### config.mk
export PLATFORM = sky130hd
export DESIGN_NAME = privilege_state_control
export DESIGN_NICKNAME = d
export VERILOG_FILES = /design/src/privilege_state_control_pkg.sv /design/src/privilege_state_control.sv
export VERILOG_INCLUDE_DIRS = /design/src
export SDC_FILE = /design/constraint.sdc
export NUM_CORES = 1
export LEC_CHECK = 0
export BUFFER_PORTS_ARGS = -buffer_cell sky130_fd_sc_hd__buf_2
export CAP_MARGIN = 20
export CORE_UTILIZATION = 47
export CTS_BUF_LIST = sky130_fd_sc_hd__clkbuf_4
export CTS_CLUSTER_SIZE = 25
export DETAILED_ROUTE_END_ITERATION = 8
export HOLD_SLACK_MARGIN = 0.05
export PLACE_DENSITY_LB_ADDON = 0.3
export REMOVE_ABC_BUFFERS = 1
export SLEW_MARGIN = 0
export SYNTH_ARGS = -nofsm -noshare
export SYNTH_HDL_FRONTEND = slang
export SYNTH_SLANG_ARGS = --single-unit
### constraint.sdc
create_clock -name clock_in -period 1.92 [get_ports clock_in]
set_input_delay 0.192 -clock clock_in [delete_from_list [all_inputs] [get_ports clock_in]]
set_output_delay 0.192 -clock clock_in [all_outputs]
set_load 0.1 [all_outputs]
### src/privilege_state_control_defs.svh
// constants for the processor state and privilege controller
// assumes a single 50 MHz clock and an APB register slave
`ifndef PRIVILEGE_STATE_CONTROL_DEFS_SVH
`define PRIVILEGE_STATE_CONTROL_DEFS_SVH
`define OFF_CONTROL        12'h000
`define OFF_STATUS_REG     12'h004
`define OFF_PROC_STATE     12'h008
`define OFF_SAVED_STATUS   12'h00c
`define OFF_STACK_SELECT   12'h010
`define SR_S_BIT           13
`define SR_M_BIT           12
`define SR_RESET_VALUE     16'h2700
`define FC_USER_DATA       3'h1
`define FC_USER_PROGRAM    3'h2
`define FC_SUPER_DATA      3'h5
`define FC_SUPER_PROGRAM   3'h6
`define FC_CPU_SPACE       3'h7
`define PIPELINE_INDICATION_A_PULSE_NS    20
`define CLOCK_MHZ          50
`define PIPELINE_INDICATION_A_CYCLES      (((`PIPELINE_INDICATION_A_PULSE_NS * `CLOCK_MHZ) + 999) / 1000)
`endif

### src/privilege_state_control_pkg.sv
// types for the processor state and privilege controller
// used by privilege_state_control, its assertions and the bench
package privilege_state_control_pkg;
  typedef enum logic [2:0] {
    st_normal    = 3'b001,
    st_exception = 3'b010,
    st_halted    = 3'b100
  } proc_state_t;
  typedef enum logic [2:0] {
    op_none        = 3'h0,
    op_move_to_sr  = 3'h1,
    op_and_imm_sr  = 3'h2,
    op_xor_imm_sr  = 3'h3,
    op_or_imm_sr   = 3'h4,
    op_return_exc  = 3'h5
  } sr_op_t;
  typedef enum logic [1:0] {
    sp_user      = 2'h0,
    sp_interrupt = 2'h1,
    sp_master    = 2'h2
  } stack_sel_t;
endpackage

### src/privilege_state_control.sv
// processor state, privilege level, stack pointer select and function codes
// assumes core sequencing drives the event inputs on clock_in; APB master on clock_in
`timescale 1ns/1ps
`include "privilege_state_control_defs.svh"
module privilege_state_control
  import privilege_state_control_pkg::*;
(
  input  wire logic        clock_in,
  input  wire logic        rst_in,
  input  wire logic        irq_ack_in,
  input  wire logic        trace_in,
  input  wire logic        trap_in,
  input  wire logic        other_exc_in,
  input  wire logic        bus_error_in,
  input  wire logic        address_error_in,
  input  wire logic        handler_start_in,
  input  wire logic        stop_in,
  input  wire logic        resume_in,
  input  wire logic        instr_valid_in,
  input  wire logic        instr_privileged_in,
  input  wire logic [2:0]  sr_op_in,
  input  wire logic [15:0] sr_operand_in,
  input  wire logic        program_access_in,
  input  wire logic        cpu_space_in,
  input  wire logic        mmu_enable_in,
  input  wire logic        paddr_valid_unused_in,
  input  wire logic        psel,
  input  wire logic        penable,
  input  wire logic        pwrite,
  input  wire logic [11:0] paddr,
  input  wire logic [31:0] pwdata,
  output logic      [31:0] prdata,
  output logic             pready,
  output logic             pslverr,
  output logic      [2:0]  function_code_outputs_out,
  output logic      [1:0]  stack_select_out,
  output logic             supervisor_out,
  output logic             halted_out,
  output logic             stopped_out,
  output logic             bus_cycles_enable_out,
  output logic             privilege_violation_out,
  output logic             pipeline_indication_a_out,
  output logic             sr_pushed_out,
  output logic      [15:0] pushed_status_out,
  output logic             user_block_out
);
  localparam int pipeline_indication_a_cycles = (`PIPELINE_INDICATION_A_CYCLES < 1) ? 1 : `PIPELINE_INDICATION_A_CYCLES;

  proc_state_t state;
  proc_state_t next_state;
  logic [15:0] status_register;
  logic [15:0] next_status_register;
  logic [15:0] saved_status;
  logic        stopped;
  logic        irq_cause;
  logic        sw_protect;
  logic [7:0]  pipeline_indication_a_count;

  wire s_bit       = status_register[`SR_S_BIT];
  wire m_bit       = status_register[`SR_M_BIT];
  wire exc_request = irq_ack_in | trace_in | trap_in | other_exc_in;
  wire fault       = bus_error_in | address_error_in;
  wire priv_try    = instr_valid_in & instr_privileged_in;
  wire priv_viol   = priv_try & ~s_bit;
  wire sr_write    = priv_try & s_bit & (sr_op_t'(sr_op_in) != op_none);
  wire apb_access  = psel & penable;

  // state transitions; halt has no exit but rst_in
  always_comb begin
    next_state = state;
    case (state)
      st_normal: begin
        if (exc_request | fault | priv_viol) begin
          next_state = st_exception;
        end
      end
      st_exception: begin
        if (fault) begin
          next_state = st_halted;
        end else if (handler_start_in) begin
          next_state = st_normal;
        end
      end
      st_halted: begin
        next_state = st_halted;
      end
      default: begin
        next_state = st_halted;
      end
    endcase
  end

  always_ff @(posedge clock_in) begin
    if (rst_in) begin
      state <= st_normal;
    end else begin
      state <= next_state;
    end
  end

  // status register: five instruction kinds, exception entry, reset
  always_comb begin
    next_status_register = status_register;
    if (state == st_normal && next_state == st_exception) begin
      next_status_register[`SR_S_BIT] = 1'b1;
      if (irq_ack_in) begin
        next_status_register[`SR_M_BIT] = 1'b0;
      end
    end else if (state == st_normal && sr_write) begin
      case (sr_op_t'(sr_op_in))
        op_move_to_sr: next_status_register = sr_operand_in;
        op_and_imm_sr: next_status_register = status_register & sr_operand_in;
        op_xor_imm_sr: next_status_register = status_register ^ sr_operand_in;
        op_or_imm_sr:  next_status_register = status_register | sr_operand_in;
        op_return_exc: next_status_register = sr_operand_in;
        default:       next_status_register = status_register;
      endcase
    end
  end

  always_ff @(posedge clock_in) begin
    if (rst_in) begin
      status_register <= `SR_RESET_VALUE;
    end else begin
      status_register <= next_status_register;
    end
  end

  // old status captured before the supervisor bit is forced
  always_ff @(posedge clock_in) begin
    if (rst_in) begin
      saved_status  <= 16'h0000;
      sr_pushed_out <= 1'b0;
      irq_cause     <= 1'b0;
    end else begin
      sr_pushed_out <= 1'b0;
      if (state == st_normal && next_state == st_exception) begin
        saved_status  <= status_register;
        sr_pushed_out <= 1'b1;
        irq_cause     <= irq_ack_in;
      end
    end
  end

  // stopped is normal processing without bus cycles
  always_ff @(posedge clock_in) begin
    if (rst_in) begin
      stopped <= 1'b0;
    end else if (state != st_normal || next_state != st_normal || resume_in) begin
      stopped <= 1'b0;
    end else if (stop_in && s_bit) begin
      stopped <= 1'b1;
    end
  end

  // pipeline_indication_a indication held for a minimum pulse after status writes
  always_ff @(posedge clock_in) begin
    if (rst_in) begin
      pipeline_indication_a_count <= 8'h00;
    end else if (state == st_normal && sr_write) begin
      pipeline_indication_a_count <= 8'(pipeline_indication_a_cycles);
    end else if (pipeline_indication_a_count != 8'h00) begin
      pipeline_indication_a_count <= pipeline_indication_a_count - 8'h01;
    end
  end

  // function code and stack pointer select follow the next status value
  always_ff @(posedge clock_in) begin
    if (rst_in) begin
      function_code_outputs_out <= `FC_SUPER_PROGRAM;
      stack_select_out          <= sp_interrupt;
      supervisor_out            <= 1'b1;
      user_block_out            <= 1'b0;
    end else begin
      supervisor_out <= next_status_register[`SR_S_BIT] | (next_state == st_exception);
      if (cpu_space_in) begin
        function_code_outputs_out <= `FC_CPU_SPACE;
      end else if (next_status_register[`SR_S_BIT] || next_state == st_exception) begin
        function_code_outputs_out <= program_access_in ? `FC_SUPER_PROGRAM : `FC_SUPER_DATA;
      end else begin
        function_code_outputs_out <= program_access_in ? `FC_USER_PROGRAM : `FC_USER_DATA;
      end
      if (!next_status_register[`SR_S_BIT] && next_state != st_exception) begin
        stack_select_out <= sp_user;
      end else if (next_status_register[`SR_M_BIT]) begin
        stack_select_out <= sp_master;
      end else begin
        stack_select_out <= sp_interrupt;
      end
      user_block_out <= mmu_enable_in & sw_protect & ~next_status_register[`SR_S_BIT];
    end
  end

  always_ff @(posedge clock_in) begin
    if (rst_in) begin
      halted_out                <= 1'b0;
      stopped_out               <= 1'b0;
      bus_cycles_enable_out     <= 1'b1;
      privilege_violation_out   <= 1'b0;
      pipeline_indication_a_out <= 1'b0;
      pushed_status_out         <= 16'h0000;
    end else begin
      halted_out                <= (state == st_halted);
      stopped_out               <= stopped;
      bus_cycles_enable_out     <= (state != st_halted) & ~stopped;
      privilege_violation_out   <= (state == st_normal) & priv_viol;
      pipeline_indication_a_out <= (pipeline_indication_a_count != 8'h00);
      pushed_status_out         <= saved_status;
    end
  end

  // apb slave, zero wait states; unmapped reads zero with error
  wire addr_known = (paddr == `OFF_CONTROL) || (paddr == `OFF_STATUS_REG) ||
                    (paddr == `OFF_PROC_STATE) || (paddr == `OFF_SAVED_STATUS) ||
                    (paddr == `OFF_STACK_SELECT);

  always_ff @(posedge clock_in) begin
    if (rst_in) begin
      sw_protect <= 1'b0;
    end else if (apb_access && pwrite && paddr == `OFF_CONTROL) begin
      sw_protect <= pwdata[0];
    end
  end

  always_ff @(posedge clock_in) begin
    if (rst_in) begin
      prdata  <= 32'h0000_0000;
      pready  <= 1'b0;
      pslverr <= 1'b0;
    end else begin
      pready  <= psel & ~penable;
      pslverr <= psel & ~penable & ~addr_known;
      prdata  <= 32'h0000_0000;
      if (psel && !penable && !pwrite) begin
        case (paddr)
          `OFF_CONTROL:      prdata <= {31'h0, sw_protect};
          `OFF_STATUS_REG:   prdata <= {16'h0, status_register};
          `OFF_PROC_STATE:   prdata <= {28'h0, stopped, state};
          `OFF_SAVED_STATUS: prdata <= {15'h0, irq_cause, saved_status};
          `OFF_STACK_SELECT: prdata <= {30'h0, stack_select_out};
          default:           prdata <= 32'h0000_0000;
        endcase
      end
    end
  end
endmodule

* Word level (Yosys, flattened, before mapping)
Cells that the tools add are included.
** Storage, ports and cells
- Register bits :: 109
- Bits of input ports :: 83
- Logic and storage cells :: 119
** Cells by class
- Add/subtract/negate cells :: 1
- Eq/ne operators :: 17
- Multiplexer cells :: 18
- Bitwise logic cells :: 28
- Reductions and logical operators :: 30
** Operators by type and width (number)
- 17-bit case mux with 5 select lines :: 1
- 16-bit case mux with 4 select lines :: 1
- 12-bit by 4-bit equality test with 1-bit output, second input constant :: 2
- 16-bit AND :: 1
- 16-bit OR :: 1
- 16-bit XOR :: 1
- 14-bit two-way mux :: 1
- 12-bit by 3-bit equality test with 1-bit output, second input constant :: 1
- 12-bit by 5-bit equality test with 1-bit output, second input constant :: 1
- 3-bit by 2-bit equality test with 1-bit output, second input constant :: 4
- 12-bit logical NOT :: 1
- 3-bit two-way mux :: 4
- 2-bit OR reduction :: 6
- 1-bit AND :: 11
- 3-bit equality test, second input constant :: 3
- 1-bit logical AND :: 8
- 2-bit two-way mux :: 4
- 8-bit nonzero test :: 1
- 8-bit by 1-bit subtractor with 8-bit output, second input constant :: 1
- 1-bit logical OR :: 7
- 1-bit inverter :: 7
- 1-bit OR :: 7
- 3-bit by 1-bit equality test with 1-bit output, second input constant :: 2
- 1-bit two-way mux :: 6
- other kinds (9) :: 12

* Longest topological paths before layout
- Depth in word-level cells :: 13
- Mapped depth :: 8
- Gate-level depth less buffers :: 7

* Worst setup path after synthesis
Ideal clock, no wire load.
- Kind :: register -> register
- Start point :: reg state[0]
- End point :: reg status_register[10]
- Arrival time :: 1.815 ns
- Required time :: 1.800 ns
- Slack :: -0.015 ns
- Stages on the path, launching flop included :: 7
- Buffers on the path :: 1
- Period minus slack after synthesis :: 1.935 ns
- Path through :: dfxtp_1 or3b_4 a2111oi_4 and2_1 buf_6 nor2_1 a211o_1
** Between the ends
- Cells in the longest elaborated chain, start to end :: 7
- Elaborated cells between the ends (all ways) :: 11
** Ends and longest elaborated chain
- start, declared :: line privilege_state_control.sv:49 : proc_state_t state;
- start signal, assigned :: line privilege_state_control.sv:95 : state <= st_normal;
- start signal, assigned :: line privilege_state_control.sv:97 : state <= next_state;
- 3-bit two-way mux :: line privilege_state_control.sv:80 : end else if (handler_start_in) begin
- 3-bit two-way mux :: line privilege_state_control.sv:78 : if (fault) begin
- 3-bit case mux with 2 select lines :: line privilege_state_control.sv:71 : case (state)
- 3-bit by 2-bit equality test with 1-bit output :: line privilege_state_control.sv:104 : if (state == st_normal && next_state == st_exception) begin
- 1-bit logical AND :: line privilege_state_control.sv:104
- 1-bit inverter (no source line)
- 3-bit AND reduction (no source line) (*)
- end signal, assigned :: line privilege_state_control.sv:123 : status_register <= `SR_RESET_VALUE;
- end signal, assigned :: line privilege_state_control.sv:125 : status_register <= next_status_register;
- end, declared :: line privilege_state_control.sv:51 : logic [15:0] status_register;
Mark *: on every way between the ends. The rest lies on a longest branch, timed or not.
A chain may end at the register's enable or synchronous reset.

* Worst setup path in the final report
- Start point :: reg status_register[13]
- End point :: reg stack_select_out[0]
** Between the ends
- Cells in the longest elaborated chain, start to end :: 11
- Elaborated cells between the ends (all ways) :: 21
** Ends and longest elaborated chain
- 1-bit inverter :: line privilege_state_control.sv:64 : wire priv_viol = priv_try & ~s_bit;
- 1-bit AND :: line privilege_state_control.sv:64
- 1-bit OR :: line privilege_state_control.sv:73 : if (exc_request | fault | priv_viol) begin
- 3-bit two-way mux :: line privilege_state_control.sv:73
- 3-bit case mux with 2 select lines :: line privilege_state_control.sv:71
- 3-bit by 2-bit equality test with 1-bit output :: line privilege_state_control.sv:104
- 1-bit logical AND :: line privilege_state_control.sv:104
- 2-bit two-way mux :: line privilege_state_control.sv:104
- 1-bit logical NOT :: line privilege_state_control.sv:183 : if (!next_status_register[`SR_S_BIT] && next_state != st_exception) begin
- 1-bit logical AND :: line privilege_state_control.sv:183
- 1-bit two-way mux (*) :: line privilege_state_control.sv:183
- end signal, assigned :: line privilege_state_control.sv:184 : stack_select_out <= sp_user;
- end signal, assigned :: line privilege_state_control.sv:186 : stack_select_out <= sp_master;
- end signal, assigned :: line privilege_state_control.sv:188 : stack_select_out <= sp_interrupt;
- end, declared :: line privilege_state_control.sv:36 : output logic [1:0] stack_select_out,
Marked as above.

==> results.sh <==
export IMPL_die_w_um=99.7
export IMPL_nets=728
export IMPL_ys_warn_count=0
export IMPL_grt_overflow=0
export IMPL_outcome="complete, no violations"
export IMPL_gp_congestion=0.830
export IMPL_synth_fa_ha_area_frac=0.0921
export IMPL_crit_slowest_cell="dfxtp_2"
export IMPL_cp_end_kind="register"
export IMPL_via_per_inst=5.14
export IMPL_fp_dieArea_um2=9940
export IMPL_synth_mux_area_frac=0.0697
export IMPL_drive_gt1_frac=0.261
export IMPL_pin_count=146
export IMPL_grt_max_degree=26
export IMPL_hold_viol=0
export IMPL_yosys_most_used_dff="dfxtp_1"
export IMPL_post_dp_hpwl_mm=7.67
export IMPL_register_area_um2=1880
export IMPL_tightest_slew_ns=0.545
export IMPL_synth_top_family_by_area="simple AND/OR/NAND/NOR gates"
export IMPL_skew_ns=0.0149
export IMPL_routed_wirelength_mm=10.7
export IMPL_synth_compound_area_share=0.151
export IMPL_clk_latency_ns=0.44
export IMPL_ys_types=54
export IMPL_dr_pass1_iters=4
export IMPL_rows=35
export IMPL_ant_nets=0
export IMPL_grt_pass1_vias=3712
export IMPL_syn_area_um2=4490
export IMPL_hold_class="primary input to register"
export IMPL_clock_sinks=94
export IMPL_multi_input_area_um2=2220
export IMPL_clk_pin_slew_ns=0.13
export IMPL_max_slew_margin=0.636
export IMPL_cts_buffer_depth=2
export IMPL_arrival_ns=2.21
export IMPL_start_util=0.485
export IMPL_critical_path_required_ns=2.26
export IMPL_grt_first_pass_wirelength_mm=17.2
export IMPL_reg2reg_depth=6
export IMPL_antenna_found_initial=0
export IMPL_gr_usage_all_layers=0.218
export IMPL_cp_top_family="compound AO/OA/AOI/OAI gates"
export IMPL_layout_common_cells="98 x buf_2, 93 x dfxtp_1, 69 x nor2_1, 46 x a21oi_1, 39 x inv_1"
export IMPL_antenna_cells=0
export IMPL_pre_cts_ws_ns=-0.0486
export IMPL_layout_commonest_cell="buf_2"
export IMPL_cp_depth=6
export IMPL_initialDrtViolationCount=138
export IMPL_ir_worst_vdd_mv=0.458
export IMPL_path_cells="and3b_2, o31a_1, o41ai_1, a31oi_1, buf_4, o21a_1"
export IMPL_fillers=836
export IMPL_p_per_area_nw_per_um2=906
export IMPL_critical_path_class="register to register"
export IMPL_setup_viol=0
export IMPL_setup_tns_ns=0
export IMPL_syn_area_per_cell_um2=9.23
export IMPL_holdWs_ns=0.0765
export IMPL_num_vias=3836
export IMPL_chipHeight_um=99.7
export IMPL_grt_setup_unrepaired="false"
export IMPL_fmax_mhz=534
export IMPL_maxCapViolCount=0
export IMPL_yosysSeqAreaShare=0.420
export IMPL_synth_edf_count=0
export IMPL_synth_xor_area_share=0.0117
export IMPL_drcViolationCount=0
export IMPL_crit_path_start_kind="register"
export IMPL_setup_slack_ns=0.0472
export IMPL_cts_buffers=9
export IMPL_holdPathStages=3
export IMPL_synth_seq_cells=94
export IMPL_cts_tree="done"
export IMPL_finalCritPeriodShare=0.975
export IMPL_htreeDepth=3
export IMPL_worstPathMaxFanout=5
export IMPL_core_area_um2=9240
export IMPL_post_drt_wl_per_cell_um=14.4
export IMPL_fin_crit_ns=1.87
export IMPL_synthArstFlopShare=0
export IMPL_cts_root_buf="clkbuf_4"
export IMPL_area_delta_synth_final_pct=21.9
export IMPL_p_leak_nw=2.61
export IMPL_syn_instance_count=486
export IMPL_critical_path_max_stage_delay_ns=0.42
export IMPL_slew_viol_final=0
export IMPL_critPathBufInv=1
export IMPL_synthSimpleGateAreaFrac=0.155
export IMPL_io_buffers=98
==> power by group <==
group / switching (mW) / total (mW) / internal, mW
combinational: 0.845 / 1.28 / 0.438
sequential: 0.0901 / 2.20 / 2.11
clock: 0.674 / 1.47 / 0.797
total: 1.61 / 4.95 / 3.34
==> logic make-up (layout without fill, tap and decap cells) <==
kind of cell / Yosys count / count (layout)
AOI/OAI and AO/OA: 100 / 100
buffers and inverters: 80 / 197
other: 1 / 15
muxes: 31 / 31
and+or+nand+nor: 141 / 141
adders and majority gates: 33 / 33
DFF: 94 / 94
xor gates and xnor gates: 6 / 6
==> registers in the layout (all words and copies together), names as in the netlist <==
register	count
sw_protect	1
stack_select_out	2
privilege_violation_out	1
pslverr	1
bus_cycles_enable_out	1
prdata	17
saved_status	16
pready	1
irq_cause	1
stopped	1
function_code_outputs_out	3
user_block_out	1
pipeline_indication_a_count	8
pushed_status_out	16
sr_pushed_out	1
halted_out	1
stopped_out	1
pipeline_indication_a_out	1
supervisor_out	1
status_register	16
state	3
==> metrics by stage <==
stage	std cells	power, mW	utilization	cell area, µm²
finish	746	4.95	0.592	5470
detailed placement	718	3.50	0.555	5130
floorplan	459	3.18	-	4240
CTS	746	4.98	0.591	5460
global placement	718	3.47	0.555	5130
global route	746	5.20	0.592	5470
==> per-layer routing <==
| layer | track usage | vias to the layer above | part of all wire |
|---|---|---|---|
| li1 | - | 1873 | - |
| met1 | 0.247 | 1816 | 0.43 |
| met2 | 0.408 | 130 | 0.50 |
| met3 | 0.0429 | 17 | 0.053 |
| met4 | 0.0656 | 0 | 0.012 |
| met5 | 0 | - | 0 |
==> tightest hold or removal path, cell delays in order <==
cell    delay, ns
buf_2        0.08
nor2_1       0.04
and3_1       0.16
==> cell type report <==
| type | instances | share of cell area |
|---|---|---|
| tap | 129 | 0.0295 |
| multi-input combinational | 326 | 0.405 |
| inverter | 39 | 0.0268 |
| sequential | 94 | 0.344 |
| clock inverter | 7 | 0.0265 |
| clock buffer | 9 | 0.0124 |
| timing repair buffer | 142 | 0.155 |
==> cells in the mapped netlist, drive strengths merged (2+ instances only) <==
| cell type | count | area [µm²] |
|---|---|---|
| o21a | 2 | 15.0 |
| nand2 | 11 | 41.3 |
| a2111oi | 2 | 36.3 |
| xor2 | 2 | 17.5 |
| o31ai | 2 | 15.0 |
| nor3b | 2 | 15.0 |
| nor3 | 10 | 55.1 |
| a21oi | 46 | 230 |
| a22o | 3 | 26.3 |
| a211o | 3 | 26.3 |
| ha | 33 | 413 |
| a22oi | 2 | 15.0 |
| mux2 | 2 | 22.5 |
| o22a | 2 | 17.5 |
| a31oi | 3 | 18.8 |
| nor4 | 3 | 18.8 |
| nor2 | 69 | 259 |
| and2 | 2 | 12.5 |
| clkbuf | 17 | 114 |
| a211oi | 2 | 15.0 |
| nand2b | 3 | 18.8 |
| or2 | 2 | 12.5 |
| nor4b | 3 | 26.3 |
| dfxtp | 94 | 1880 |
| a221o | 2 | 20.0 |
| inv | 39 | 146 |
| or3 | 4 | 25.0 |
| buf | 23 | 178 |
| mux2i | 29 | 290 |
| o22ai | 13 | 81.3 |
| nor2b | 22 | 138 |
| a2bb2oi | 13 | 120 |
| nand3 | 4 | 20.0 |
| xnor2 | 4 | 35.0 |
==> what timing repair did <==
| action | in CTS | in global routing |
|---|---|---|
| gates resized for setup | 1 | 2 |
| buffers inserted | 1 | 0 |
| endpoints found under the hold margin | 11 | 0 |
| pin swaps | 0 | 1 |
| endpoints found under the setup margin | 7 | 17 |
| hold buffers | 11 | 0 |
==> worst paths after layout <==
check	slack (ns)	endpoint	from
setup / recovery	0.05	stack_select_out[0]	status_register[13]
setup reg to reg	0.05	stack_select_out[0]	status_register[13]
hold reg to reg	0.45	prdata[16]	irq_cause
hold / removal	0.08	stopped	resume_in
(Power assumes the default switching activity.)
